File: config.mk
export PLATFORM = sky130hd
export DESIGN_NAME = rpm_top
export DESIGN_NICKNAME = d
export VERILOG_FILES = /design/src/shared/rpm_pkg.sv /design/src/hw/rpm_clk_sel.sv /design/src/hw/rpm_top.sv
export SDC_FILE = /design/constraint.sdc
export NUM_CORES = 1
export LEC_CHECK = 0
export ABC_CLOCK_PERIOD_IN_PS = 5050
export BUFFER_PORTS_ARGS = -buffer_cell sky130_fd_sc_hd__buf_2
export CORE_MARGIN = 2
export CORE_UTILIZATION = 55
export CTS_CLUSTER_DIAMETER = 30
export DETAILED_ROUTE_END_ITERATION = 6
export PLACE_DENSITY = 0.72
export SLEW_MARGIN = 15
export SYNTH_ARGS = -nofsm -noshare
export SYNTH_HDL_FRONTEND = slang
export SYNTH_SLANG_ARGS = --single-unit
File: constraint.sdc
create_clock -name mclk -period 5.05 [get_ports mclk]
set_input_delay 0.505 -clock mclk [delete_from_list [all_inputs] [get_ports mclk]]
set_output_delay 0.505 -clock mclk [all_outputs]
set_load 0.05 [all_outputs]
File: src/shared/rpm_pkg.sv
// constants and carrier types for the receive pattern mask and clock out block
// assumes one clock domain and a 32-bit APB register port
package rpm_pkg;

    localparam int REG_W     = 16;
    localparam int PAT_REGS  = 32;
    localparam int MASK_REGS = 4;
    localparam int PAT_BYTES = 64;

    // register indices; byte address is four times the index
    localparam logic [9:0] IDX_PAT_FIRST   = 10'h13C;
    localparam logic [9:0] IDX_PAT_LAST    = 10'h15B;
    localparam logic [9:0] IDX_MASK_LO     = 10'h15C;
    localparam logic [9:0] IDX_MASK_SECOND = 10'h15D;
    localparam logic [9:0] IDX_MASK_THIRD  = 10'h15E;
    localparam logic [9:0] IDX_MASK_HI     = 10'h15F;
    localparam logic [9:0] IDX_START       = 10'h161;
    localparam logic [9:0] IDX_RATE_CFG    = 10'h16F;
    localparam logic [9:0] IDX_IO_CFG      = 10'h170;

    // field positions
    localparam int START_LSB    = 0;
    localparam int START_W      = 6;
    localparam int RATE_BIT_POS = 7;
    localparam int CLK_SEL_LSB  = 8;
    localparam int CLK_SEL_W    = 5;
    localparam int CLK_DIS_POS  = 6;
    localparam int IMP_LSB      = 0;
    localparam int IMP_W        = 5;

    // values after reset
    localparam logic [15:0] MASK_RST      = 16'h0000;
    localparam logic [15:0] PAT_RST       = 16'h0000;
    localparam logic [5:0]  START_RST     = 6'h00;
    localparam logic        RATE_BIT_RST  = 1'b0;
    localparam logic [6:0]  RATE_FIXED_LO = 7'h15;
    localparam logic [4:0]  CLK_SEL_RST   = 5'h0C;
    localparam logic        CLK_DIS_RST   = 1'b0;

    // clock output select codes
    localparam logic [4:0] CLK_RX_DIRECT_LAST = 5'h03;
    localparam logic [4:0] CLK_RX_DIV_FIRST   = 5'h04;
    localparam logic [4:0] CLK_RX_DIV_LAST    = 5'h07;
    localparam logic [4:0] CLK_TX_FIRST       = 5'h08;
    localparam logic [4:0] CLK_TX_LAST        = 5'h0B;
    localparam logic [4:0] CLK_REF            = 5'h0C;

    // divide-by-five counter of receive clock edges
    localparam logic [2:0] DIV_LAST = 3'h4;
    localparam logic [2:0] DIV_HIGH = 3'h3;

    typedef struct packed {
        logic       ref_clk;
        logic [3:0] tx;
        logic [3:0] rx;
    } rpm_chan_clk_type;

    typedef struct packed {
        logic       sof;
        logic       eof;
        logic       valid;
        logic [7:0] data;
    } rpm_rx_byte_type;

endpackage

File: src/hw/rpm_clk_sel.sv
// clock output selector with divide-by-five for receive clocks
// assumes channel clock levels arrive synchronous to mclk
`timescale 1ns/1ps
module rpm_clk_sel
    import rpm_pkg::*;
(
    input  wire logic             mclk,
    input  wire logic             srst,
    input  rpm_chan_clk_type      chanClk,
    input  wire logic [4:0]       clkSel,
    input  wire logic             clkDisable,
    output logic                  clkOut
);

    logic [2:0] divCnt;
    logic       rxPrev;

    wire [1:0] chanIdx    = clkSel[1:0];
    wire       isRxDirect = clkSel <= CLK_RX_DIRECT_LAST;
    wire       isRxDiv    = (clkSel >= CLK_RX_DIV_FIRST) && (clkSel <= CLK_RX_DIV_LAST);
    wire       isTx       = (clkSel >= CLK_TX_FIRST) && (clkSel <= CLK_TX_LAST);
    wire       isRef      = clkSel == CLK_REF;
    wire       rxLevel    = chanClk.rx[chanIdx];
    wire       rxRise     = rxLevel && !rxPrev;
    wire       divLevel   = divCnt < DIV_HIGH;
    // reserved codes give a quiet low output
    wire       next_clkOut = clkDisable ? 1'b0 :                     // RQ10
                             isRef      ? chanClk.ref_clk :          // RQ6
                             isTx       ? chanClk.tx[chanIdx] :      // RQ7
                             isRxDiv    ? divLevel :                 // RQ8
                             isRxDirect ? rxLevel : 1'b0;            // RQ9

    always_ff @(posedge mclk) begin
        if (srst) begin
            rxPrev <= 1'b0;
            divCnt <= 3'h0;
            clkOut <= 1'b0;
        end else begin
            rxPrev <= rxLevel;
            if (rxRise) begin
                divCnt <= (divCnt == DIV_LAST) ? 3'h0 : divCnt + 3'h1; // RQ8
            end
            clkOut <= next_clkOut;
        end
    end

    property p_ref_route;
        @(posedge mclk) disable iff (srst)
        (isRef && !clkDisable) |=> (clkOut == $past(chanClk.ref_clk));
    endproperty
    a_ref_route: assert property (p_ref_route) else $error("ref clock not routed"); // RQ6

    property p_tx_route;
        @(posedge mclk) disable iff (srst)
        (isTx && !clkDisable) |=> (clkOut == $past(chanClk.tx[chanIdx]));
    endproperty
    a_tx_route: assert property (p_tx_route) else $error("tx clock not routed"); // RQ7

    property p_div_wrap;
        @(posedge mclk) disable iff (srst)
        (rxRise && divCnt == DIV_LAST) |=> (divCnt == 3'h0) ##0 (divLevel == 1'b1);
    endproperty
    a_div_wrap: assert property (p_div_wrap) else $error("divider did not wrap at five"); // RQ8

    property p_reserved_low;
        @(posedge mclk) disable iff (srst)
        (clkSel > CLK_REF) |=> !clkOut;
    endproperty
    a_reserved_low: assert property (p_reserved_low) else $error("reserved code drives clock"); // RQ9

    property p_disable_low;
        @(posedge mclk) disable iff (srst)
        clkDisable [*2] |-> !clkOut;
    endproperty
    a_disable_low: assert property (p_disable_low) else $error("disabled clock output toggles"); // RQ10

endmodule // rpm_clk_sel

File: src/hw/rpm_top.sv
// register slice for receive pattern masks, compare start and clock out config
// assumes APB3 master on mclk, synchronous receive byte stream and channel clocks
//
// Register access over APB was left to the implementer.
`timescale 1ns/1ps

// Behaviour
// RQ1 - Four 16-bit mask registers give 64 mask bits, bytes 0-15 in the lowest upward.
// RQ2 - A mask bit of one leaves its pattern byte out of the comparison, zero keeps it.
// RQ3 - The 6-bit start offset picks the byte after the delimiter where comparison begins.
// RQ4 - Bits 15:6 of the start offset register ignore writes and read zero.
// RQ5 - Rate adaptation is automatic and software leaves the rate adaptation bit alone.
// RQ6 - Clock select 01100, the reset value, routes the reference clock out.
// RQ7 - Clock select 01000 to 01011 route the transmit clock of channels A to D out.
// RQ8 - Clock select 00100 to 00111 route the receive clock of A to D divided by five.
// RQ9 - Clock select 01101 to 11111 are reserved and give no defined clock.
// RQ10 - The clock disable bit stops the clock output when one and is zero after reset.
// RQ11 - A 5-bit impedance field picks one of 32 steps, 11111 lowest and 00000 highest.
// RQ12 - The impedance field resets to a factory trim value rather than a constant.
// RQ13 - The pattern is held two bytes per 16-bit register, each byte maskable.
// RQ14 - A match is declared only when every unmasked byte from the start offset agrees.
module rpm_top
    import rpm_pkg::*;
#(
    parameter int ADDR_W = 12
) (
    input  wire logic              mclk,
    input  wire logic              srst,
    input  wire logic              psel,
    input  wire logic              penable,
    input  wire logic              pwrite,
    input  wire logic [ADDR_W-1:0] paddr,
    input  wire logic [31:0]       pwdata,
    output logic      [31:0]       prdata,
    output logic                   pready,
    output logic                   pslverr,
    input  rpm_rx_byte_type        rxByte,
    input  rpm_chan_clk_type       chanClk,
    input  wire logic [IMP_W-1:0]  trimImpedance,
    output logic                   matchPulse,
    output logic                   clkOut,
    output logic [IMP_W-1:0]       ioImpedance,
    output logic                   slowRateAdapt
);

    generate
        if (ADDR_W < 12) begin : g_bad_addr
            $error("rpm_top: ADDR_W too small for the register map");
        end
    endgenerate

    logic [15:0]          patReg [PAT_REGS];
    logic [15:0]          maskReg [MASK_REGS];
    logic [START_W-1:0]   startOffset;
    logic [CLK_SEL_W-1:0] clkSel;
    logic                 clkDisable;
    logic [6:0]           byteIdx;
    logic                 active;
    logic                 failed;
    logic [9:0]           rdIdx;

    // APB decode
    wire [9:0] regIdx     = paddr[11:2];
    wire       setupPhase = psel && !penable;
    wire       accessDone = psel && penable && pready;
    wire       patHit     = (regIdx >= IDX_PAT_FIRST) && (regIdx <= IDX_PAT_LAST);
    wire       maskHit    = (regIdx >= IDX_MASK_LO) && (regIdx <= IDX_MASK_HI);
    wire       startHit   = regIdx == IDX_START;
    wire       rateHit    = regIdx == IDX_RATE_CFG;
    wire       ioHit      = regIdx == IDX_IO_CFG;
    wire       mapped     = patHit || maskHit || startHit || rateHit || ioHit;
    wire       wrEn       = accessDone && pwrite && mapped;
    wire [9:0] patOff     = regIdx - IDX_PAT_FIRST;
    wire [9:0] maskOff    = regIdx - IDX_MASK_LO;
    wire [4:0] patSel     = patOff[4:0];
    wire [1:0] maskSel    = maskOff[1:0];

    wire [15:0] startRead = {10'h000, startOffset};                       // RQ4
    wire [15:0] rateRead  = {8'h00, slowRateAdapt, RATE_FIXED_LO};
    wire [15:0] ioRead    = {3'h0, clkSel, 1'b0, clkDisable, 1'b0, ioImpedance};
    wire [15:0] readVal   = patHit   ? patReg[patSel] :
                            maskHit  ? maskReg[maskSel] :
                            startHit ? startRead :
                            rateHit  ? rateRead :
                            ioHit    ? ioRead : 16'h0000;

    always_ff @(posedge mclk) begin
        if (srst) begin
            pready  <= 1'b0;
            pslverr <= 1'b0;
            prdata  <= 32'h0000_0000;
            rdIdx   <= 10'h000;
        end else begin
            pready  <= setupPhase;
            pslverr <= setupPhase && !mapped;
            if (setupPhase) begin
                rdIdx <= regIdx;
            end
            if (setupPhase && !pwrite) begin
                prdata <= {16'h0000, readVal};
            end
        end
    end

    // pattern and mask storage, flattened for byte selection
    logic [PAT_BYTES*8-1:0] patFlat;
    logic [PAT_BYTES-1:0]   maskFlat;

    genvar gi;
    generate
        for (gi = 0; gi < PAT_REGS; gi++) begin : g_pat
            always_ff @(posedge mclk) begin
                if (srst) begin
                    patReg[gi] <= PAT_RST;
                end else if (wrEn && patHit && patSel == 5'(gi)) begin
                    patReg[gi] <= pwdata[15:0];                            // RQ13
                end
            end
            // low byte is the even pattern byte
            assign patFlat[16*gi +: 16] = patReg[gi];                      // RQ13
        end
        for (gi = 0; gi < MASK_REGS; gi++) begin : g_mask
            always_ff @(posedge mclk) begin
                if (srst) begin
                    maskReg[gi] <= MASK_RST;
                end else if (wrEn && maskHit && maskSel == 2'(gi)) begin
                    maskReg[gi] <= pwdata[15:0];                           // RQ1
                end
            end
            assign maskFlat[16*gi +: 16] = maskReg[gi];                    // RQ1
        end
    endgenerate

    // control registers
    always_ff @(posedge mclk) begin
        if (srst) begin
            startOffset   <= START_RST;
            slowRateAdapt <= RATE_BIT_RST;
            clkSel        <= CLK_SEL_RST;                                  // RQ6
            clkDisable    <= CLK_DIS_RST;                                  // RQ10
            ioImpedance   <= trimImpedance;                                // RQ12
        end else if (wrEn) begin
            if (startHit) begin
                startOffset <= pwdata[START_LSB +: START_W];               // RQ4
            end
            if (rateHit) begin
                // stored only; the rate adapts on its own whatever this says
                slowRateAdapt <= pwdata[RATE_BIT_POS];                     // RQ5
            end
            if (ioHit) begin
                clkSel      <= pwdata[CLK_SEL_LSB +: CLK_SEL_W];
                clkDisable  <= pwdata[CLK_DIS_POS];
                ioImpedance <= pwdata[IMP_LSB +: IMP_W];                   // RQ11
            end
        end
    end

    // pattern compare on the receive byte stream
    wire [6:0] relIdx   = byteIdx - {1'b0, startOffset};
    wire       inWindow = active && (byteIdx >= {1'b0, startOffset}) && !relIdx[6]; // RQ3
    wire [8:0] bitBase  = {relIdx[5:0], 3'b000};
    wire [7:0] patByte  = patFlat[bitBase +: 8];
    wire       maskBit  = maskFlat[relIdx[5:0]];
    wire       byteMiss = !maskBit && (rxByte.data != patByte);            // RQ2
    wire       cmpByte  = inWindow && rxByte.valid;
    wire       lastByte = cmpByte && (relIdx[5:0] == 6'h3F);

    always_ff @(posedge mclk) begin
        if (srst) begin
            active     <= 1'b0;
            failed     <= 1'b0;
            byteIdx    <= 7'h00;
            matchPulse <= 1'b0;
        end else begin
            matchPulse <= lastByte && !failed && !byteMiss && !rxByte.sof;  // RQ14
            if (rxByte.sof) begin
                active  <= 1'b1;
                failed  <= 1'b0;
                byteIdx <= 7'h00;                                          // RQ3
            end else if (rxByte.eof) begin
                // a frame cut short never matches
                active <= 1'b0;
            end else if (rxByte.valid && active) begin
                byteIdx <= byteIdx + 7'h01;
                failed  <= failed || (cmpByte && byteMiss);                // RQ14
                if (lastByte) begin
                    active <= 1'b0;
                end
            end
        end
    end

    rpm_clk_sel u_clk_sel (
        .mclk       (mclk),
        .srst       (srst),
        .chanClk    (chanClk),
        .clkSel     (clkSel),
        .clkDisable (clkDisable),
        .clkOut     (clkOut)
    );

    property p_mask_readback;
        @(posedge mclk) disable iff (srst)
        (accessDone && !pwrite && maskHit && rdIdx == regIdx)
            |-> (prdata[15:0] == maskReg[maskSel]) && (prdata[31:16] == 16'h0000);
    endproperty
    a_mask_readback: assert property (p_mask_readback) else $error("mask read-back wrong"); // RQ1

    property p_masked_no_fail;
        @(posedge mclk) disable iff (srst)
        (cmpByte && maskBit && !rxByte.sof && !rxByte.eof && !lastByte)
            |=> (failed == $past(failed));
    endproperty
    a_masked_no_fail: assert property (p_masked_no_fail) else $error("masked byte compared"); // RQ2

    property p_start_point;
        @(posedge mclk) disable iff (srst)
        (active && byteIdx == {1'b0, startOffset}) |-> inWindow && (relIdx == 7'h00);
    endproperty
    a_start_point: assert property (p_start_point) else $error("compare start misplaced"); // RQ3

    property p_start_upper_zero;
        @(posedge mclk) disable iff (srst)
        (accessDone && !pwrite && rdIdx == IDX_START) |-> (prdata[31:6] == 26'h0);
    endproperty
    a_start_upper_zero: assert property (p_start_upper_zero) else $error("start upper bits set"); // RQ4

    property p_rate_fixed;
        @(posedge mclk) disable iff (srst)
        (accessDone && !pwrite && rdIdx == IDX_RATE_CFG)
            |-> (prdata[6:0] == RATE_FIXED_LO) && (prdata[7] == slowRateAdapt);
    endproperty
    a_rate_fixed: assert property (p_rate_fixed) else $error("rate register read wrong"); // RQ5

    property p_imp_write;
        @(posedge mclk) disable iff (srst)
        (wrEn && ioHit) |=> (ioImpedance == $past(pwdata[4:0])) && (clkSel == $past(pwdata[12:8]));
    endproperty
    a_imp_write: assert property (p_imp_write) else $error("io config write lost"); // RQ11

    property p_trim_reset;
        @(posedge mclk)
        srst |=> (ioImpedance == $past(trimImpedance)) && (clkSel == CLK_SEL_RST) && !clkDisable;
    endproperty
    a_trim_reset: assert property (p_trim_reset) else $error("io config reset wrong"); // RQ12

    property p_pattern_write;
        @(posedge mclk) disable iff (srst)
        (wrEn && patHit) |=> (patReg[$past(patSel)] == $past(pwdata[15:0]));
    endproperty
    a_pattern_write: assert property (p_pattern_write) else $error("pattern write lost"); // RQ13

    property p_match_cause;
        @(posedge mclk) disable iff (srst)
        matchPulse |-> $past(lastByte) && !$past(failed) && !$past(byteMiss);
    endproperty
    a_match_cause: assert property (p_match_cause) else $error("match without full agreement"); // RQ14

    property p_ready_one;
        @(posedge mclk) disable iff (srst)
        setupPhase |=> pready ##1 !pready;
    endproperty
    a_ready_one: assert property (p_ready_one) else $error("pready not one cycle");

    property p_err_unmapped;
        @(posedge mclk) disable iff (srst)
        (setupPhase && !mapped) |=> pready && pslverr;
    endproperty
    a_err_unmapped: assert property (p_err_unmapped) else $error("unmapped not refused");

    property p_unmapped_quiet;
        @(posedge mclk) disable iff (srst)
        (accessDone && pwrite && !mapped)
            |=> $stable(startOffset) && $stable(clkSel) && $stable(maskFlat);
    endproperty
    a_unmapped_quiet: assert property (p_unmapped_quiet) else $error("unmapped write landed");

    property p_unmapped_read_zero;
        @(posedge mclk) disable iff (srst)
        (accessDone && !pwrite && !mapped && rdIdx == regIdx) |-> (prdata == 32'h0000_0000);
    endproperty
    a_unmapped_read_zero: assert property (p_unmapped_read_zero) else $error("unmapped read");

    property p_mask_write;
        @(posedge mclk) disable iff (srst)
        (wrEn && maskHit) |=> (maskReg[$past(maskSel)] == $past(pwdata[15:0]));
    endproperty
    a_mask_write: assert property (p_mask_write) else $error("mask write lost"); // RQ1

    property p_start_write;
        @(posedge mclk) disable iff (srst)
        (wrEn && startHit) |=> (startOffset == $past(pwdata[START_W-1:0]));
    endproperty
    a_start_write: assert property (p_start_write) else $error("start write lost"); // RQ3

    property p_rate_store;
        @(posedge mclk) disable iff (srst)
        (wrEn && rateHit) |=> (slowRateAdapt == $past(pwdata[RATE_BIT_POS]));
    endproperty
    a_rate_store: assert property (p_rate_store) else $error("rate bit write lost"); // RQ5

    property p_dis_write;
        @(posedge mclk) disable iff (srst)
        (wrEn && ioHit) |=> (clkDisable == $past(pwdata[CLK_DIS_POS]));
    endproperty
    a_dis_write: assert property (p_dis_write) else $error("clock disable write lost"); // RQ10

    property p_miss_fails;
        @(posedge mclk) disable iff (srst)
        (cmpByte && byteMiss && !rxByte.sof && !rxByte.eof) |=> failed;
    endproperty
    a_miss_fails: assert property (p_miss_fails) else $error("miss not recorded"); // RQ14

    property p_match_single;
        @(posedge mclk) disable iff (srst)
        matchPulse |=> !matchPulse;
    endproperty
    a_match_single: assert property (p_match_single) else $error("match pulse too long"); // RQ14

endmodule // rpm_top

==> out/results.txt <==
Reg-to-reg endpoint: matchPulse$_SDFF_PP0_
Worst R2R Start: byteIdx[0]$_SDFFE_PP0P_
Site row count: 91
Root Driver: clkbuf_16
Pre-Repair DR Iteration Count: 6
Clock skew: 28.0 ps
Via count: 22.8k
Hold Path End: active$_SDFFE_PP0P_
Clk sinks: 627
Share of cells above drive strength 1: 0.292
Routed Antenna Nets: 0
Number of flops mapped to enable cells by yosys: 581
Die H: 253 µm
P&R area growth vs syn: 16.9%
Final setup viols: 0
Status: completed
First DRT Iteration DRCs: 3232
Clk pin slew, worst setup/hold paths: 40 ps
Total Power: 15.1 mW
Setup TNS: 0 ps
Layout fillers: 4250
Initial antenna violation count: 3
Setup repair bufs after CTS: 0
XOR/XNOR Fraction of Synth Area: 0.00402
Num CTS Buffers: 121
Hold slack: 110 ps
Adder-cell share of the synthesized area: 0.00534
Total GRT Usage: 0.340
DIE AREA: 0.0642 mm²
Width of the die: 253 µm
Mapped Cells: 2364
Asr flop ratio synth: 0
Port bufs: 81
Pin count of the biggest net entering global routing: 88
Post-CTS Resized: 0
Reg2reg setup slack: 330 ps
Syn Area/Cell: 14.5 µm²
CTS tree: built
Fin. max-slew vios: 0
CP Max Fanout: 8
IO Count: 116
Global-route wire length before repair: 155000 µm
Max-slew headroom: 0.225
Startpoint Class: flop
Nets: 2558
WHS Path Cells: 3
PD cells: 378 mW/mm²
Compound-gate portion of the synthesized area: 0.0359
Hold_buf cts: 0
GRT Residual Overflow: 0
CP required: 5640 ps
Synth Warn #: 0
Multiplexer area fraction after synthesis: 0.237
Worst Tran Pin Value: 1160 ps
Max Root-Sink Buffers: 3
DR WL/cell: 31.5 µm
Vias per cell: 6.69
Main combinational cell family by area after synthesis: multiplexers
Number of global-route vias before repair: 22.3k
Synthesized area: 0.0342 mm²
Critical path class: flop to flop
Total Wirelength: 108000 µm
Register area share after synthesis: 0.537
Finished Layout Cells: 3413
Period utilization: 0.934
Max Cap Violations: 0
DRC viols: 0
Fin. Hold Viols: 0
Min Tclk post-route: 4720 ps
Main synth FF type: edfxtp_1
Worst hold start: rxByte[10]
Setup crit end kind: flop
Maximum VDD drop: 0.282 mV
Gpl congestion: 0.976
Placed Cells: 3184
CP arrival: 5300 ps
Pleak: 15.0 nW
Upper clock frequency limit: 212 MHz
H-tree depth: 3
Skew-Pair Late Insertion Delay: 700 ps
Finished Core Util: 0.649
Worst R2R Path Depth: 15
Simple logic cell fraction of the synthesized area: 0.148
RSZ-0062 raised after global routing: false
Yosys reg bits: 627
Worst min-delay path class: primary input to flop
Core ar.: 0.0616 mm²
Netlist cell types: 74
Post-DP HPWL: 71100 µm
Initial core utilization: 0.555
[synth_stat cells, drive strengths merged (9+ instances only)]
| cell | n | area (µm²) |
|---|---|---|
| a21oi | 33 | 165 |
| nand3 | 27 | 135 |
| a221oi | 9 | 85.1 |
| and3 | 11 | 68.8 |
| edfxtp | 581 | 17400 |
| nor3 | 23 | 115 |
| inv | 18 | 67.6 |
| ha | 13 | 163 |
| and2 | 577 | 3610 |
| mux2 | 16 | 184 |
| mux2i | 53 | 531 |
| a211oi | 18 | 135 |
| clkbuf | 159 | 597 |
| o21bai | 38 | 285 |
| nand2 | 96 | 365 |
| o21ai | 18 | 93.8 |
| a311oi | 9 | 78.8 |
| mux4 | 327 | 7410 |
| dfxtp | 46 | 921 |
| nand4 | 11 | 68.8 |
| nor2 | 96 | 360 |
| buf | 76 | 440 |
[critical path, stage by stage (launching register included)]
cell	delay, ps
dfxtp_1	390
inv_1	90
ha_4	170
inv_1	70
fa_4	740
inv_2	340
mux4_2	620
o21ai_1	150
a21oi_1	130
a2111oi_0	550
o21bai_1	250
a221oi_2	300
o211ai_1	170
o31ai_2	290
buf_4	190
nor4b_2	170
[through the flow]
step	setup slack, ps	area (µm²)
after floorplan	1260	34300
after global placement	503	35700
after detailed placement	480	35700
after CTS	430	39900
after global routing	84.1	40000
final	333	40000
[registers in the layout (all words and copies together) (netlist names), 3 cells and up]
name and flops:
u_clk_sel.divCnt 3, ioImpedance 5, clkSel 5, byteIdx 7
prdata 16, startOffset 6, patReg 512, maskReg 64
[power breakdown]
group          switching [mW]  internal (mW)  total (mW)
Sequential             0.0738           5.80        5.87
Combinational           0.648          0.353        1.00
Clock                    2.74           5.50        8.24
[cell type report]
class | count | area, µm² | share of cell area
repair buffers | 203 | 1410 | 0.0353
clock buffers | 143 | 3150 | 0.0788
diodes | 3 | 7.51 | 0.000188
clock inverters | 83 | 1050 | 0.0263
well taps | 837 | 1050 | 0.0262
inverters | 18 | 67.6 | 0.00169
flip-flops and latches | 627 | 18400 | 0.460
multi-input cells | 1499 | 14900 | 0.372
[logic make-up (layout without fill, tap and decap cells)]
family / count (synthesis) / count (layout)
compound gates: 173 / 173
xor+xnor: 14 / 14
flops: 627 / 627
buf+inv: 253 / 447
fa+ha+maj: 14 / 14
mux: 396 / 396
simple gates: 886 / 886
other cells: 1 / 19
[worst max-delay path by stage]
stage	start	end
after floorplan	paddr[4]	patReg[11][0]$_SDFFCE_PN0P_
after global placement	byteIdx[0]$_SDFFE_PP0P_	matchPulse$_SDFF_PP0_
after detailed placement	byteIdx[0]$_SDFFE_PP0P_	matchPulse$_SDFF_PP0_
after CTS	byteIdx[0]$_SDFFE_PP0P_	matchPulse$_SDFF_PP0_
after global routing	byteIdx[0]$_SDFFE_PP0P_	matchPulse$_SDFF_PP0_
final	byteIdx[0]$_SDFFE_PP0P_	matchPulse$_SDFF_PP0_
[cell usage in the layout (no fill, tap or decap), drive strengths merged, types with 41 or more instances in the layout]
cell / netlist / layout
mux2i: 53 / 53
edfxtp: 581 / 581
and2: 577 / 577
clkbuf: 159 / 143
clkinv: 0 / 41
mux4: 327 / 327
nor2: 96 / 96
nand2: 96 / 96
buf: 76 / 203
dfxtp: 46 / 46
[per-layer routing]
| layer | vias up | GRT usage | part of all wire |
|---|---|---|---|
| li1 | 9263 | - | - |
| met1 | 11600 | 0.466 | 0.37 |
| met2 | 1657 | 0.520 | 0.46 |
| met3 | 271 | 0.0816 | 0.13 |
| met4 | 2 | 0.156 | 0.049 |
| met5 | - | 0 | 0.00011 |
No activity file was read; power rests on OpenSTA's default activity.
